**src/dct_consts.vh**
```
// Purpose: constants for the down-counting timer channels
// Assumes: Wishbone byte addressing, word-aligned byte offsets below
// Notes: definitions only
`ifndef DCT_CONSTS_VH
`define DCT_CONSTS_VH
// ----------------------------------------
// Register offsets (byte addresses)
// ----------------------------------------
`define DCT_OFF_START_LO 8'h00
`define DCT_OFF_START_HI 8'h04
`define DCT_OFF_CAPTURE 8'h08
`define DCT_OFF_CTRL_BASE 8'h10
`define DCT_OFF_CONST_BASE 8'h30
`define DCT_OFF_COUNT_BASE 8'h50
// ----------------------------------------
// Control field positions
// ----------------------------------------
`define DCT_BIT_CAP_FLAG 9
`define DCT_BIT_UNF_FLAG 8
`define DCT_BIT_CAP_HI 7
`define DCT_BIT_CAP_LO 6
`define DCT_BIT_UNF_IE 5
`define DCT_BIT_EDGE_HI 4
`define DCT_BIT_EDGE_LO 3
// ----------------------------------------
// Reset values and codes
// ----------------------------------------
`define DCT_CNT_RESET 32'hFFFFFFFF
`define DCT_CTRL_RESET 16'h0000
`define DCT_PS_RTC 3'h6
`define DCT_PS_EXT 3'h7
`define DCT_CAP_IRQ_CODE 2'h3
`endif

```
**src/dct_timer.v**
```verilog
// Purpose: five-channel 32-bit down counter timer with channel-2 capture
// Assumes: classic Wishbone slave, single clock clk_sys at 50 MHz
// Notes: timer_pin and rtc_clock are asynchronous and synchronised here
//
// What this block does
// RULE1 - Channels 3,4 keep only flag, enable, prescaler
// RULE2 - Reserved control bits read zero, ignore writes
// RULE3 - Capture flag set on capture, write-zero clears
// RULE4 - Underflow flag set on underflow, write-zero clears
// RULE5 - Capture enabled raises DMA request per event
// RULE6 - Capture copies counter only when flag clear
// RULE7 - No new DMA request until previous done
// RULE8 - Capture control: off, reserved, on, on+irq
// RULE9 - Underflow irq needs enable and flag
// RULE10 - Edge field selects rising, falling, both
// RULE11 - Prescaler selects divider, RTC or pin
// RULE12 - Software avoids RTC/pin codes on 3,4
// RULE13 - RTC-clocked channels 0-2 run in standby
// RULE14 - Capture register 32-bit, read-only, never reset
// RULE15 - Each channel: down counter plus reload constant
// RULE16 - Counter runs once its start bit set
// RULE17 - Underflow sets flag and reloads constant together
// RULE18 - Software programs setup before setting start
// RULE19 - Software sets timer pin as input first
// RULE20 - Start bits split over two start registers
// RULE21 - Capture irq needs flag and control 11
// RULE22 - Read during decrement returns pre-decrement value
// RULE23 - Pin and RTC inputs synchronised, edge-detected
// RULE24 - Software counter/constant writes beat decrement
`timescale 1ns/1ps
`include "dct_consts.vh"
module dct_timer (
  input wire clk_sys,
  input wire reset,
  input wire clk_en,
  input wire standby,
  input wire timer_pin,
  input wire rtc_clock,
  input wire dma_done,
  input wire wb_cyc_i,
  input wire wb_stb_i,
  input wire wb_we_i,
  input wire [7:0] wb_adr_i,
  input wire [3:0] wb_sel_i,
  input wire [31:0] wb_dat_i,
  output reg [31:0] wb_dat_o,
  output reg wb_ack_o,
  output reg [4:0] underflow_irq,
  output reg capture_irq,
  output reg capture_dma_req
);
  // ----------------------------------------
  // Storage
  // ----------------------------------------
  reg [31:0] down_counter_r [0:4];     // Live counters
  reg [31:0] reload_constant_r [0:4];  // Auto-reload values
  reg [15:0] channel_control_r [0:4];  // Control fields, masked per channel
  reg [2:0] start_register_low_r;      // Run bits ch0-2
  reg [1:0] start_register_high_r;     // Run bits ch3-4
  reg [31:0] capture_value_r;          // Never reset on purpose
  reg [9:0] presc_r;                   // Free divider for Pck/4..1024
  reg [9:0] presc_nxt;
  reg pin_s1_r, pin_s2_r, pin_s3_r;    // Pin synchroniser plus history
  reg rtc_s1_r, rtc_s2_r, rtc_s3_r;    // RTC synchroniser plus history
  reg dma_busy_r;                      // Previous DMA request outstanding
  wire [4:0] run_bits = {start_register_high_r, start_register_low_r};
  wire wr_req = wb_cyc_i & wb_stb_i & wb_we_i & ~wb_ack_o;
  wire rd_req = wb_cyc_i & wb_stb_i & ~wb_we_i & ~wb_ack_o;
  wire [15:0] ctl_wdata = {wb_sel_i[1] ? wb_dat_i[15:8] : 8'h00, wb_sel_i[0] ? wb_dat_i[7:0] : 8'h00};
  // ----------------------------------------
  // Input synchronisers and edge detection
  // ----------------------------------------
  // Two flops before use; the third only holds history for the edge detector
  always @(posedge clk_sys) begin
    if (reset) begin
      pin_s1_r <= 1'b0;
      pin_s2_r <= 1'b0;
      pin_s3_r <= 1'b0;
      rtc_s1_r <= 1'b0;
      rtc_s2_r <= 1'b0;
      rtc_s3_r <= 1'b0;
    end else if (clk_en) begin
      pin_s1_r <= timer_pin;   // [RULE23]
      pin_s2_r <= pin_s1_r;
      pin_s3_r <= pin_s2_r;
      rtc_s1_r <= rtc_clock;   // [RULE23]
      rtc_s2_r <= rtc_s1_r;
      rtc_s3_r <= rtc_s2_r;
    end
  end
  wire pin_rise = pin_s2_r & ~pin_s3_r;  // [RULE23]
  wire pin_fall = ~pin_s2_r & pin_s3_r;
  wire rtc_tick = rtc_s2_r & ~rtc_s3_r;  // [RULE23]
  // ----------------------------------------
  // Prescaler
  // ----------------------------------------
  // Shared free-running divider; stops in standby with the peripheral clock
  always @* begin
    presc_nxt = presc_r + 10'h001;
  end
  always @(posedge clk_sys) begin
    if (reset) begin
      presc_r <= 10'h000;
    end else if (clk_en && !standby) begin
      presc_r <= presc_nxt;
    end
  end
  // Terminal ticks of each divided clock
  wire tick4 = (presc_r[1:0] == 2'h3);
  wire tick16 = (presc_r[3:0] == 4'hF);
  wire tick64 = (presc_r[5:0] == 6'h3F);
  wire tick256 = (presc_r[7:0] == 8'hFF);
  wire tick1024 = (presc_r == 10'h3FF);
  // ----------------------------------------
  // Per-channel tick selection
  // ----------------------------------------
  wire [4:0] ch_tick;
  wire [4:0] ch_unf;
  wire [2:0] ch2_edge = channel_control_r[2][`DCT_BIT_EDGE_HI:`DCT_BIT_EDGE_LO] == 2'h0 ? 3'h1 :
                        channel_control_r[2][`DCT_BIT_EDGE_HI:`DCT_BIT_EDGE_LO] == 2'h1 ? 3'h2 : 3'h3;
  genvar g;
  generate
    for (g = 0; g < 5; g = g + 1) begin : gen_ch
      wire [2:0] ps = channel_control_r[g][2:0];
      wire [1:0] eg = channel_control_r[g][`DCT_BIT_EDGE_HI:`DCT_BIT_EDGE_LO];
      // Edge choice for pin counting: 00 rise, 01 fall, 1x both
      wire pin_evt = eg[1] ? (pin_rise | pin_fall) : (eg[0] ? pin_fall : pin_rise);  // [RULE10]
      reg sel;
      // RTC keeps ticking in standby on ch0-2; other sources freeze
      always @* begin
        case (ps)  // [RULE11]
          3'h0: sel = tick4 & ~standby;
          3'h1: sel = tick16 & ~standby;
          3'h2: sel = tick64 & ~standby;
          3'h3: sel = tick256 & ~standby;
          3'h4: sel = tick1024 & ~standby;
          `DCT_PS_RTC: sel = (g < 3) ? rtc_tick : 1'b0;  // [RULE13] [RULE12]
          `DCT_PS_EXT: sel = (g < 3) ? (pin_evt & ~standby) : 1'b0;  // [RULE12]
          default: sel = 1'b0;
        endcase
      end
      assign ch_tick[g] = sel & run_bits[g];  // [RULE16]
      assign ch_unf[g] = ch_tick[g] & (down_counter_r[g] == 32'h00000000);
    end
  endgenerate
  // ----------------------------------------
  // Capture event
  // ----------------------------------------
  // Capture works only with control 1x and never in standby
  wire cap_on = channel_control_r[2][`DCT_BIT_CAP_HI];  // [RULE8]
  wire cap_evt = cap_on & ~standby & |(ch2_edge & {1'b0, pin_fall, pin_rise});  // [RULE10]
  // ----------------------------------------
  // Register address decode
  // ----------------------------------------
  wire [7:0] wadr = {wb_adr_i[7:2], 2'b00};
  wire is_ctrl = (wadr >= `DCT_OFF_CTRL_BASE) && (wadr < `DCT_OFF_CTRL_BASE + 8'h14);
  wire is_const = (wadr >= `DCT_OFF_CONST_BASE) && (wadr < `DCT_OFF_CONST_BASE + 8'h14);
  wire is_count = (wadr >= `DCT_OFF_COUNT_BASE) && (wadr < `DCT_OFF_COUNT_BASE + 8'h14);
  wire [7:0] ci_w = (wadr - `DCT_OFF_CTRL_BASE) >> 2;
  wire [7:0] ki_w = (wadr - `DCT_OFF_CONST_BASE) >> 2;
  wire [7:0] ni_w = (wadr - `DCT_OFF_COUNT_BASE) >> 2;
  // Lane-merged 32-bit write data
  function [31:0] merge;
    input [31:0] old;
    input [31:0] nw;
    input [3:0] sel;
    integer b;
    begin
      for (b = 0; b < 4; b = b + 1)
        merge[b*8 +: 8] = sel[b] ? nw[b*8 +: 8] : old[b*8 +: 8];
    end
  endfunction
  // Writable mask per channel; flags handled separately
  function [7:0] ctl_mask;
    input integer ch;
    begin
      if (ch == 2) ctl_mask = 8'hFF;                       // [RULE2]
      else if (ch < 2) ctl_mask = 8'h3F;                   // [RULE2]
      else ctl_mask = 8'h27;                               // [RULE1]
    end
  endfunction
  // ----------------------------------------
  // Counters, constants, control
  // ----------------------------------------
  integer i;
  integer j; // Loop index owned by the interrupt process alone
  always @(posedge clk_sys) begin
    if (reset) begin
      for (i = 0; i < 5; i = i + 1) begin
        down_counter_r[i] <= `DCT_CNT_RESET;
        reload_constant_r[i] <= `DCT_CNT_RESET;
        channel_control_r[i] <= `DCT_CTRL_RESET;
      end
      start_register_low_r <= 3'h0;
      start_register_high_r <= 2'h0;
    end else if (clk_en) begin
      for (i = 0; i < 5; i = i + 1) begin
        // Counting, with reload on underflow
        if (ch_unf[i])
          down_counter_r[i] <= reload_constant_r[i];  // [RULE17] [RULE15]
        else if (ch_tick[i])
          down_counter_r[i] <= down_counter_r[i] - 32'h00000001;  // [RULE16]
        // Software write overrides the same cycle's count
        if (wr_req && is_count && ni_w == i)
          down_counter_r[i] <= merge(down_counter_r[i], wb_dat_i, wb_sel_i);  // [RULE24]
        if (wr_req && is_const && ki_w == i)
          reload_constant_r[i] <= merge(reload_constant_r[i], wb_dat_i, wb_sel_i);  // [RULE24]
        // Control fields; flags: zero clears, one keeps, set beats clear
        if (wr_req && is_ctrl && ci_w == i) begin
          // Low byte only with its lane; otherwise a flag clear would wipe setup
          if (wb_sel_i[0])
            channel_control_r[i][7:0] <= ctl_wdata[7:0] & ctl_mask(i);  // [RULE2]
          if (wb_sel_i[1] && !ctl_wdata[`DCT_BIT_UNF_FLAG])
            channel_control_r[i][`DCT_BIT_UNF_FLAG] <= 1'b0;  // [RULE4]
          if (i == 2 && wb_sel_i[1] && !ctl_wdata[`DCT_BIT_CAP_FLAG])
            channel_control_r[i][`DCT_BIT_CAP_FLAG] <= 1'b0;  // [RULE3]
        end
        if (ch_unf[i])
          channel_control_r[i][`DCT_BIT_UNF_FLAG] <= 1'b1;  // [RULE4] [RULE17]
        if (i == 2 && cap_evt)
          channel_control_r[i][`DCT_BIT_CAP_FLAG] <= 1'b1;  // [RULE3]
      end
      if (wr_req && wadr == `DCT_OFF_START_LO && wb_sel_i[0])
        start_register_low_r <= wb_dat_i[2:0];  // [RULE20]
      if (wr_req && wadr == `DCT_OFF_START_HI && wb_sel_i[0])
        start_register_high_r <= wb_dat_i[1:0];  // [RULE20]
    end
  end
  // ----------------------------------------
  // Capture register
  // ----------------------------------------
  // No reset branch: value is undefined until the first capture
  always @(posedge clk_sys) begin
    if (clk_en && cap_evt && !channel_control_r[2][`DCT_BIT_CAP_FLAG])
      capture_value_r <= down_counter_r[2];  // [RULE6] [RULE14]
  end
  // ----------------------------------------
  // DMA request and interrupts
  // ----------------------------------------
  // Request stays high until the DMA controller reports done
  always @(posedge clk_sys) begin
    if (reset) begin
      dma_busy_r <= 1'b0;
      capture_dma_req <= 1'b0;
      underflow_irq <= 5'h00;
      capture_irq <= 1'b0;
    end else if (clk_en) begin
      if (dma_busy_r && dma_done) begin
        dma_busy_r <= 1'b0;
        capture_dma_req <= 1'b0;
      end else if (!dma_busy_r && cap_evt) begin
        dma_busy_r <= 1'b1;        // [RULE5] [RULE7]
        capture_dma_req <= 1'b1;   // [RULE5]
      end
      for (j = 0; j < 5; j = j + 1)
        underflow_irq[j] <= channel_control_r[j][`DCT_BIT_UNF_FLAG] & channel_control_r[j][`DCT_BIT_UNF_IE];  // [RULE9]
      capture_irq <= channel_control_r[2][`DCT_BIT_CAP_FLAG] &
        (channel_control_r[2][`DCT_BIT_CAP_HI:`DCT_BIT_CAP_LO] == `DCT_CAP_IRQ_CODE);  // [RULE21] [RULE8]
    end
  end
  // ----------------------------------------
  // Wishbone slave
  // ----------------------------------------
  // One wait state; read data is the value before this edge's decrement
  always @(posedge clk_sys) begin
    if (reset) begin
      wb_ack_o <= 1'b0;
      wb_dat_o <= 32'h00000000;
    end else if (clk_en) begin
      wb_ack_o <= wb_cyc_i & wb_stb_i & ~wb_ack_o;
      if (rd_req) begin
        if (wadr == `DCT_OFF_START_LO)
          wb_dat_o <= {29'h0, start_register_low_r};
        else if (wadr == `DCT_OFF_START_HI)
          wb_dat_o <= {30'h0, start_register_high_r};
        else if (wadr == `DCT_OFF_CAPTURE)
          wb_dat_o <= capture_value_r;  // [RULE14]
        else if (is_ctrl)
          wb_dat_o <= {16'h0, channel_control_r[ci_w[2:0]]};  // [RULE1] [RULE2]
        else if (is_const)
          wb_dat_o <= reload_constant_r[ki_w[2:0]];
        else if (is_count)
          wb_dat_o <= down_counter_r[ni_w[2:0]];  // [RULE22]
        else
          wb_dat_o <= 32'h00000000;
      end
    end
  end
endmodule

```
**config.mk**
```make
export PLATFORM = sky130hd
export DESIGN_NAME = dct_timer
export DESIGN_NICKNAME = d
export VERILOG_FILES = /design/src/dct_timer.v
export VERILOG_INCLUDE_DIRS = /design/src
export SDC_FILE = /design/constraint.sdc
export NUM_CORES = 1
export LEC_CHECK = 0
export BUFFER_PORTS_ARGS = -buffer_cell sky130_fd_sc_hd__buf_2
export CAP_MARGIN = 20
export CELL_PAD_IN_SITES_DETAIL_PLACEMENT = 1
export CELL_PAD_IN_SITES_GLOBAL_PLACEMENT = 2
export CORE_AREA = 2 2 236 238
export DETAILED_ROUTE_END_ITERATION = 8
export DIE_AREA = 0 0 238 240
export HOLD_SLACK_MARGIN = 0.02
export PLACE_DENSITY_LB_ADDON = 0.05
export SYNTH_ARGS = -nofsm -noshare
export SYNTH_HDL_FRONTEND = slang
export SYNTH_SLANG_ARGS = --single-unit
```
**constraint.sdc**
```tcl
create_clock -name clk_sys -period 7.2 [get_ports clk_sys]
set_clock_uncertainty 0.1 [all_clocks]
set_input_delay 1.8 -clock clk_sys [delete_from_list [all_inputs] [get_ports clk_sys]]
set_output_delay 1.8 -clock clk_sys [all_outputs]
set_load 0.02 [all_outputs]
```
==> impl_metrics.ini, run 1 <==
[sta]
finalSetupViolations = 0
rsz0062_at_grt = no
finalHoldViolations = 0
tns_ps = 0
layout_min_cycle_time_ps = 5670
fmax_mhz = 176
setup_ws_ps = 1530
period_share = 0.788
worstMarginPinSlew_ps = 1210
maxSlewHeadroom = 0.194
drv_slew = 0

[pwr]
ir_drop_v = 0.000184
pwr-share-clk = 0.462
total_power_mw = 6.02
p_seq_frac = 0.479
p_int_mw = 4.59
switching_power_mw = 1.42
p_sw_frac = 0.236
power.density_nw_per_um2 = 217
combPwrFrac = 0.059
p_leak_nw = 7.95

[setup_path]
worstRegToRegCells = 10
endpoint_kind = flop
cp.buffers_inverters = 3
crit_chain = buf_4 > or4b_1 > a211o_1 > nor3_1 > buf_4 > a211oi_1 > nand4_4 > buf_4 > o311ai_0
worstPathRequired_ps = 7480
crit_family = compound AO/OA/AOI/OAI gates
cp_slowest_cell = nand4_4
cp_common_cell = buf_4
startpoint_type = primary input
rrSetupSlack_ps = 2690
crit_type = in -> reg
cp.depth = 9
cp_max_fo = 45
max_stage_delay_ps = 820
cp.arrival_ps = 5960

[drt]
drc = 0
vias_per_cell = 6.65
num_vias = 19761
postRouteAntennaNets = 0
dr.pass1.iters = 8
first_iter_violations = 2365
totalWireLength_um = 93600
post_drt_wl_per_cell_um = 31.5

[placed_design]
dp_slack_ps = 1050
dpl.hpwl_um = 66400
post_dp_cell_area_um2 = 26000
place.gp.congestion = 0.905
io_buffers = 91

[clock_network]
post_cts_buffers = 0
cts_max_path_buffers = 3
cts-buffers-inserted = 52
h-tree-depth = 2
path_clk_slew_ps = 60
cts-root-buf = clkbuf_16
clock_sinks = 447
cts_tree = done
clock_latency_ps = 630
cts_hold_buf = 0
ctsResizeCount = 0

[worst_hold_path]
worstHoldPathType = reg -> reg
min_delay_path_depth = 2

[final_layout]
drive_gt1_frac = 0.159
final_common_cell = edfxtp_1
nNetsFinal = 2287
area_growth_pct = 11.6
final_core_util = 0.507
mostFrequentLayoutCells = 386 x edfxtp_1, 254 x nand2_1, 198 x nor2_1
finalInstanceArea_um2 = 27700
fillers = 5698

[synth]
syn_avg_cell_area_um2 = 11.4
synthArstFlopShare = 0
synth_cell_types = 80
yosysWarningCount = 0
synth_cells = 2178
synth_nets = 2240
ys_ff_latch = 447
ys_seq_area_frac = 0.516
synth-main-ff-cell = edfxtp_1
synth_edf_count = 386
synth_area_um2 = 24800

[floorplanning]
initial_core_util = 0.454
die_area_um2 = 57100
rows = 86
core_um2 = 54700
num_io_pins = 94
die_h_um = 240
die_w_um = 238

[outcome]
outcome = finished clean

[global_route]
grt_pass1_vias = 19863
grt_max_degree = 73
antenna_found_initial = 1
grtUsageTotal = 0.327
grt_pass1_wl_um = 136000
gr-total-overflow = 0

[run]
drv_cap = 0
## synth_stat cells, drive strengths merged (8+ instances only)
cell type | instances | area (um^2)
edfxtp | 386 | 11600
nand2 | 255 | 960
nor2 | 204 | 771
mux2i | 136 | 1360
o211ai | 113 | 848
xor2 | 83 | 727
buf | 77 | 433
clkbuf | 72 | 270
mux4 | 69 | 1550
dfxtp | 61 | 1220
nand2b | 59 | 369
xnor2 | 57 | 499
nor3 | 53 | 280
nand3 | 49 | 245
o21ai | 47 | 235
a21oi | 42 | 218
nor4 | 38 | 250
or3 | 35 | 229
mux2 | 32 | 360
a22oi | 30 | 225
a222oi | 22 | 220
a221oi | 21 | 184
inv | 21 | 78.8
o21a | 21 | 158
nor2b | 15 | 93.8
or4 | 15 | 116
o31ai | 13 | 97.6
o311ai | 12 | 105
a211oi | 11 | 82.6
and2 | 11 | 68.8
nand4 | 11 | 81.3
or2 | 10 | 62.6
and3 | 9 | 56.3
ha | 8 | 100
o2111ai | 8 | 70.1
o22ai | 8 | 50.1
## worst register-to-register path: stages (launching register included)
cell      delay [ps]
edfxtp_1         490
inv_1            130
ha_1             260
or4b_2           710
nor2b_1          550
nand4_1          340
or4_1            570
nor2b_4          170
buf_4            380
and2_1           300
o311ai_1         330
## logic make-up (layout without fill, tap and decap cells)
logic type      Yosys count  count (layout)  share of synthesized area
fa+ha+maj                 8               8                    0.00403
other cells               0               1                          0
simple gates            788             788                      0.153
xor+xnor                140             140                     0.0494
mux                     237             237                      0.132
buf+inv                 171             258                     0.0316
flops                   447             447                      0.516
compound gates          387             387                      0.114
## through the flow
step | cells | hold slack [ps]
finish | 2970 | 351
global route | 2969 | 380
CTS | 2965 | 354
detailed placement | 2871 | 347
floorplan | 2178 | 351
global placement | 2868 | 345
## sequential cells by signal (all words and copies together) (netlist names), 2 cells and up
name	cells
reload_constant_r	160
start_register_high_r	2
underflow_irq	5
wb_dat_o	32
capture_value_r	32
channel_control_r	34
start_register_low_r	3
down_counter_r	160
presc_r	10
## layout make-up
type / count / area (um^2) / area share
Sequential cell: 447 / 12800 / 0.462
Multi-Input combinational cell: 1560 / 11300 / 0.409
Clock buffer: 62 / 1360 / 0.0490
Tap cell: 704 / 881 / 0.0318
Timing Repair Buffer: 142 / 875 / 0.0315
Clock inverter: 32 / 377 / 0.0136
Inverter: 22 / 82.6 / 0.00298
Antenna cell: 1 / 2.50 / 0.0000902
## path summary, 6_finish.rpt
kind,start,endpoint
worst max-delay path,wb_adr_i[4],down_counter_r[3][2]
worst min-delay path,wb_dat_o[9],wb_dat_o[9]
worst min register to register,wb_dat_o[9],wb_dat_o[9]
worst max register to register,down_counter_r[0][0],down_counter_r[0][1]
## routing by layer
metal	vias up	part of all wire	GRT usage
li1	8439	-	-
met1	10196	0.44	0.474
met2	954	0.45	0.508
met3	170	0.084	0.0480
met4	2	0.030	0.105
met5	-	0.00013	0
## power by group through the flow
stage / registers (mW) / clock network, mW / logic [mW]
after floorplan: 2.92 / 0 / 0.196
after global placement: 2.93 / 0 / 0.335
after detailed placement: 2.94 / 0 / 0.342
after CTS: 2.88 / 2.81 / 0.344
after global routing: 2.89 / 2.88 / 0.369
final: 2.88 / 2.78 / 0.352
Note: power is estimated with default switching activity, not from simulation.
==> run 2, diff against run 1 <==
- CORE_AREA: 2 2 236 238 -> 2 2 256 258
- DIE_AREA: 0 0 238 240 -> 0 0 258 260
- clock period: 7.2 -> 4.65 ns (I/O delays scaled with it)
==> run 2 against run 1 <==
Against the previous run:
- register-to-register slack worse by 2300 ps
- first-iteration DRC count down 14%
- clock-buffer cell count up 5
- largest cell class unchanged
- wire length up 3.6%
- hold slack better by 3.8 ps
- highest routed layer unchanged
- via count down 0.40%
==> impl_metrics.ini, run 2 (same netlist as run 1, synthesis figures left out) <==
[final_layout]
nNetsFinal = 2345
final_cells = 3178
final-seq-area_um2 = 12800
drive_gt1_frac = 0.180
fillers = 6830
reg.largest.list = down_counter_r (160), reload_constant_r (160), channel_control_r (34)
area_growth_pct = 14.5
mostFrequentLayoutCells = 386 x edfxtp_1, 254 x nand2_1, 198 x nor2_1
final_common_cell = edfxtp_1
finalInstanceArea_um2 = 28400
multi_input_area_um2 = 11300

[global_route]
antenna_found_initial = 3
grt_max_degree = 77
grt_pass1_wl_um = 141000
grtUsageTotal = 0.288
grt_pass1_vias = 19921
gr-total-overflow = 0

[setup_path]
endpoint_kind = flop
rrSetupSlack_ps = 440
reg2reg_to = channel_control_r[3][0]
crit_type = reg -> reg
worstRegToRegCells = 10
cp.arrival_ps = 4460
rr_startpoint = down_counter_r[0][0]
startpoint_type = flop
cp_max_fo = 8
worstPathRequired_ps = 4900

[floorplanning]
num_io_pins = 94
rows = 93
die_w_um = 258
die_area_um2 = 67100
die_h_um = 260
core_um2 = 64100
initial_core_util = 0.387

[sta]
worstMarginPinSlew_ps = 1140
maxSlewHeadroom = 0.239
rsz0062_at_grt = no
finalHoldViolations = 0
period_share = 0.906
drv_slew = 0
setup_ws_ps = 438
fmax_mhz = 237
whs_ps = 355
finalSetupViolations = 0
layout_min_cycle_time_ps = 4210
tns_ps = 0

[drt]
first_iter_violations = 2027
totalWireLength_um = 96900
dr.pass1.iters = 8
drc = 0
postRouteAntennaNets = 0
post_drt_wl_per_cell_um = 30.5
num_vias = 19682
vias_per_cell = 6.19

[clock_network]
ctsResizeCount = 0
post_cts_buffers = 0
cts-buffers-inserted = 53
clock_latency_ps = 610
cts_max_path_buffers = 3
clock_sinks = 447
cts_hold_buf = 0
cts_tree = done
cts-root-buf = clkbuf_16
h-tree-depth = 2
path_clk_slew_ps = 60

[worst_hold_path]
worstHoldPathType = reg -> reg
min_delay_path_depth = 2
worstHoldStart = wb_dat_o[5]
min_to = wb_dat_o[5]

[pwr]
ir_drop_v = 0.000251
p_leak_nw = 8.28
power.density_nw_per_um2 = 324

[placed_design]
post_dp_cell_area_um2 = 26700
io_buffers = 91
dpl.hpwl_um = 70500
place.gp.congestion = 0.885
place_inst = 3082
dp_slack_ps = 201

[run]
drv_cap = 0

[outcome]
outcome = finished clean
[run 2: cell count changes in the layout (fill, tap and decap cells not counted), sizes merged]
cell and delta:
inv -2, clkinvlp -5, bufinv -4, clkbuf +5, buf +57, clkinv +6
[run 2: power by group]
| group | total [mW] | internal (mW) | switching (mW) |
|---|---|---|---|
| combinational | 0.568 | 0.197 | 0.372 |
| sequential | 4.46 | 4.40 | 0.0582 |
| clock | 4.19 | 2.44 | 1.75 |
| total | 9.22 | 7.04 | 2.18 |
[run 2: worst max-delay path, stage by stage (launching register included)]
cell	delay [ps]
edfxtp_1	470
inv_1	140
ha_1	260
or4b_2	710
nor2b_1	430
nand4_1	310
or4_1	580
o21ai_0	250
nor4_1	120
buf_4	190
nor2_1	400
[run 2: how the worst max path moves through the flow]
stage	start	endpoint	slack (ps)	cells past startpoint
after floorplan	wb_adr_i[2]	down_counter_r[3][10]	400	9
after global placement	standby	down_counter_r[2][14]	300	8
after detailed placement	standby	down_counter_r[2][14]	200	8
after CTS	down_counter_r[0][0]	channel_control_r[4][0]	400	10
after global routing	down_counter_r[0][0]	channel_control_r[3][0]	270	10
final	down_counter_r[0][0]	channel_control_r[3][0]	440	10
[run 2: layer usage]
metal  vias to the layer above  part of all wire  GRT usage
li1                       8539                 -          -
met1                     10181              0.46      0.422
met2                       830              0.44      0.445
met3                       130             0.078     0.0451
met4                         2             0.022     0.0711
met5                         -           0.00013          0
[run 2: per-stage QoR]
stage	utilization	power, mW
final	0.444	9.22
after global routing	0.443	9.45
after CTS	0.443	9.28
after detailed placement	0.417	5.10
after global placement	0.417	5.09
after floorplan	-	4.83
[run 2: cell type report]
class / count / area share
inverters: 22 / 0.00290
flip-flops and latches: 447 / 0.451
well taps: 855 / 0.0376
multi-input cells: 1560 / 0.399
clock buffers: 67 / 0.0518
clock inverters: 27 / 0.00801
repair buffers: 199 / 0.0502
diodes: 1 / 0.0000880
==> run 3, diff against run 2 <==
- CORE_AREA: 2 2 256 258 -> 2 2 185 323
- DIE_AREA: 0 0 258 260 -> 0 0 187 325
- clock period: 4.65 -> 4.2 ns (I/O delays scaled with it)
==> run 3 against run 2 <==
Against the previous run:
- power up 8.2%
- sequential power up 11%
- die area down 9.4%
- design area up 0.27%
- largest power group unchanged
- wire length up 5.5%
- critical path type unchanged
- first-iteration DRC count down 24%
- combinational power up 17%
- utilization up 4.7 points
- cell count down 1.9%
==> impl_metrics.ini, run 3 (same netlist as run 1, synthesis figures left out) <==
[sta]
maxSlewHeadroom = 0.215
tns_ps = 0
whs_ps = 355
drv_slew = 0
period_share = 0.976
worstMarginPinSlew_ps = 1180
layout_min_cycle_time_ps = 4100
setup_ws_ps = 99.1
fmax_mhz = 244
finalHoldViolations = 0
finalSetupViolations = 0
rsz0062_at_grt = no

[drt]
first_iter_violations = 1542
drc = 0
post_drt_wl_per_cell_um = 32.8
dr.pass1.iters = 5
num_vias = 19862
totalWireLength_um = 102000
postRouteAntennaNets = 0
vias_per_cell = 6.37

[pwr]
pwr-share-clk = 0.438
p_seq_frac = 0.495
p_leak_nw = 8.36
power.density_nw_per_um2 = 350
total_power_mw = 9.97
p_sw_frac = 0.240
p_int_mw = 7.58
combPwrFrac = 0.067
switching_power_mw = 2.39
ir_drop_v = 0.000503

[floorplanning]
die_area_um2 = 60800
rows = 117
core_um2 = 58100
die_h_um = 325
die_w_um = 187
initial_core_util = 0.427
num_io_pins = 94

[setup_path]
rrSetupSlack_ps = 100
worstPathRequired_ps = 4430
max_stage_delay_ps = 780
crit_chain = or4_1 > or4_1 > nor3_2 > a21bo_2 > buf_4 > nor2_1 > a21oi_1 > o211ai_1
cp_slowest_cell = or4_1
cp_common_cell = or4_1
crit_type = reg -> reg
cp_max_fo = 11
crit_family = simple AND/OR/NAND/NOR gates
cp.arrival_ps = 4330
cp.buffers_inverters = 1
endpoint_kind = flop
startpoint_type = flop

[clock_network]
cts_hold_buf = 0
clock_sinks = 447
cts-root-buf = clkbuf_16
h-tree-depth = 2
cts-buffers-inserted = 46
ctsResizeCount = 0
cts_max_path_buffers = 3
cts_tree = done
post_cts_buffers = 0
clock_latency_ps = 600
path_clk_slew_ps = 60

[final_layout]
fillers = 6200
nNetsFinal = 2372
drive_gt1_frac = 0.192
finalInstanceArea_um2 = 28500
final_core_util = 0.491
area_growth_pct = 14.8
reg.largest.list = down_counter_r (160), reload_constant_r (160), channel_control_r (34)
final_cells = 3119
mostFrequentLayoutCells = 386 x edfxtp_1, 254 x nand2_1, 198 x nor2_1
final_common_cell = edfxtp_1

[worst_hold_path]
worstHoldPathType = reg -> reg

[global_route]
grt_max_degree = 65
grt_pass1_wl_um = 147000
antenna_found_initial = 2
grtUsageTotal = 0.335
gr-total-overflow = 0
grt_pass1_vias = 20804

[outcome]
outcome = finished clean

[placed_design]
post_dp_cell_area_um2 = 26900
io_buffers = 91
dp_slack_ps = 72.9
place.gp.congestion = 0.927
place_inst = 3033
dpl.hpwl_um = 75500

[run]
drv_cap = 0
[run 3: changes by cell type in the layout (fill, tap and decap cells not counted), moves of 4 or more]
cell	delta
clkbuf_16	-9
buf_12	+4
buf_4	+30
clkbuf_1	-6
clkinvlp_4	+4
[run 3: cell type report]
| cell class | instances | area, um^2 | area share |
|---|---|---|---|
| Tap cell | 773 | 967 | 0.0339 |
| Antenna cell | 1 | 2.50 | 0.0000878 |
| Multi-Input combinational cell | 1560 | 11300 | 0.398 |
| Sequential cell | 447 | 12800 | 0.449 |
| Timing Repair Buffer | 233 | 1750 | 0.0613 |
| Clock buffer | 48 | 1180 | 0.0414 |
| Clock inverter | 35 | 369 | 0.0129 |
| Inverter | 22 | 82.6 | 0.00290 |
[run 3: power groups by stage]
stage / registers (mW) / clock network [mW] / logic (mW)
floorplan: 5.01 / 0 / 0.336
global placement: 5.03 / 0 / 0.644
detailed placement: 5.04 / 0 / 0.655
CTS: 4.94 / 4.42 / 0.658
global route: 4.94 / 4.57 / 0.689
finish: 4.94 / 4.37 / 0.663
[run 3: routing by layer]
metal / GRT usage / routed length, um
met5: 0 / 0
met1: 0.346 / 34600
met4: 0.277 / 9940
met3: 0.0364 / 4170
met2: 0.608 / 53600
[run 3: worst reg2reg max path, delay by kind of cell (launching register included)]
kind,cells,cell delay [ps]
AND/OR/NAND/NOR,4,2090
AO/OA/AOI/OAI,3,840
flip-flops,1,500
buffers and inverters,1,300
[run 3: worst paths after layout]
check                                           start               endpoint  depth (start not counted)
worst min-delay path                      wb_dat_o[9]            wb_dat_o[9]                          2
worst min register to register            wb_dat_o[9]            wb_dat_o[9]                          2
worst max-delay path            down_counter_r[3][17]  down_counter_r[3][21]                          8
worst max register to register  down_counter_r[3][17]  down_counter_r[3][21]                          8
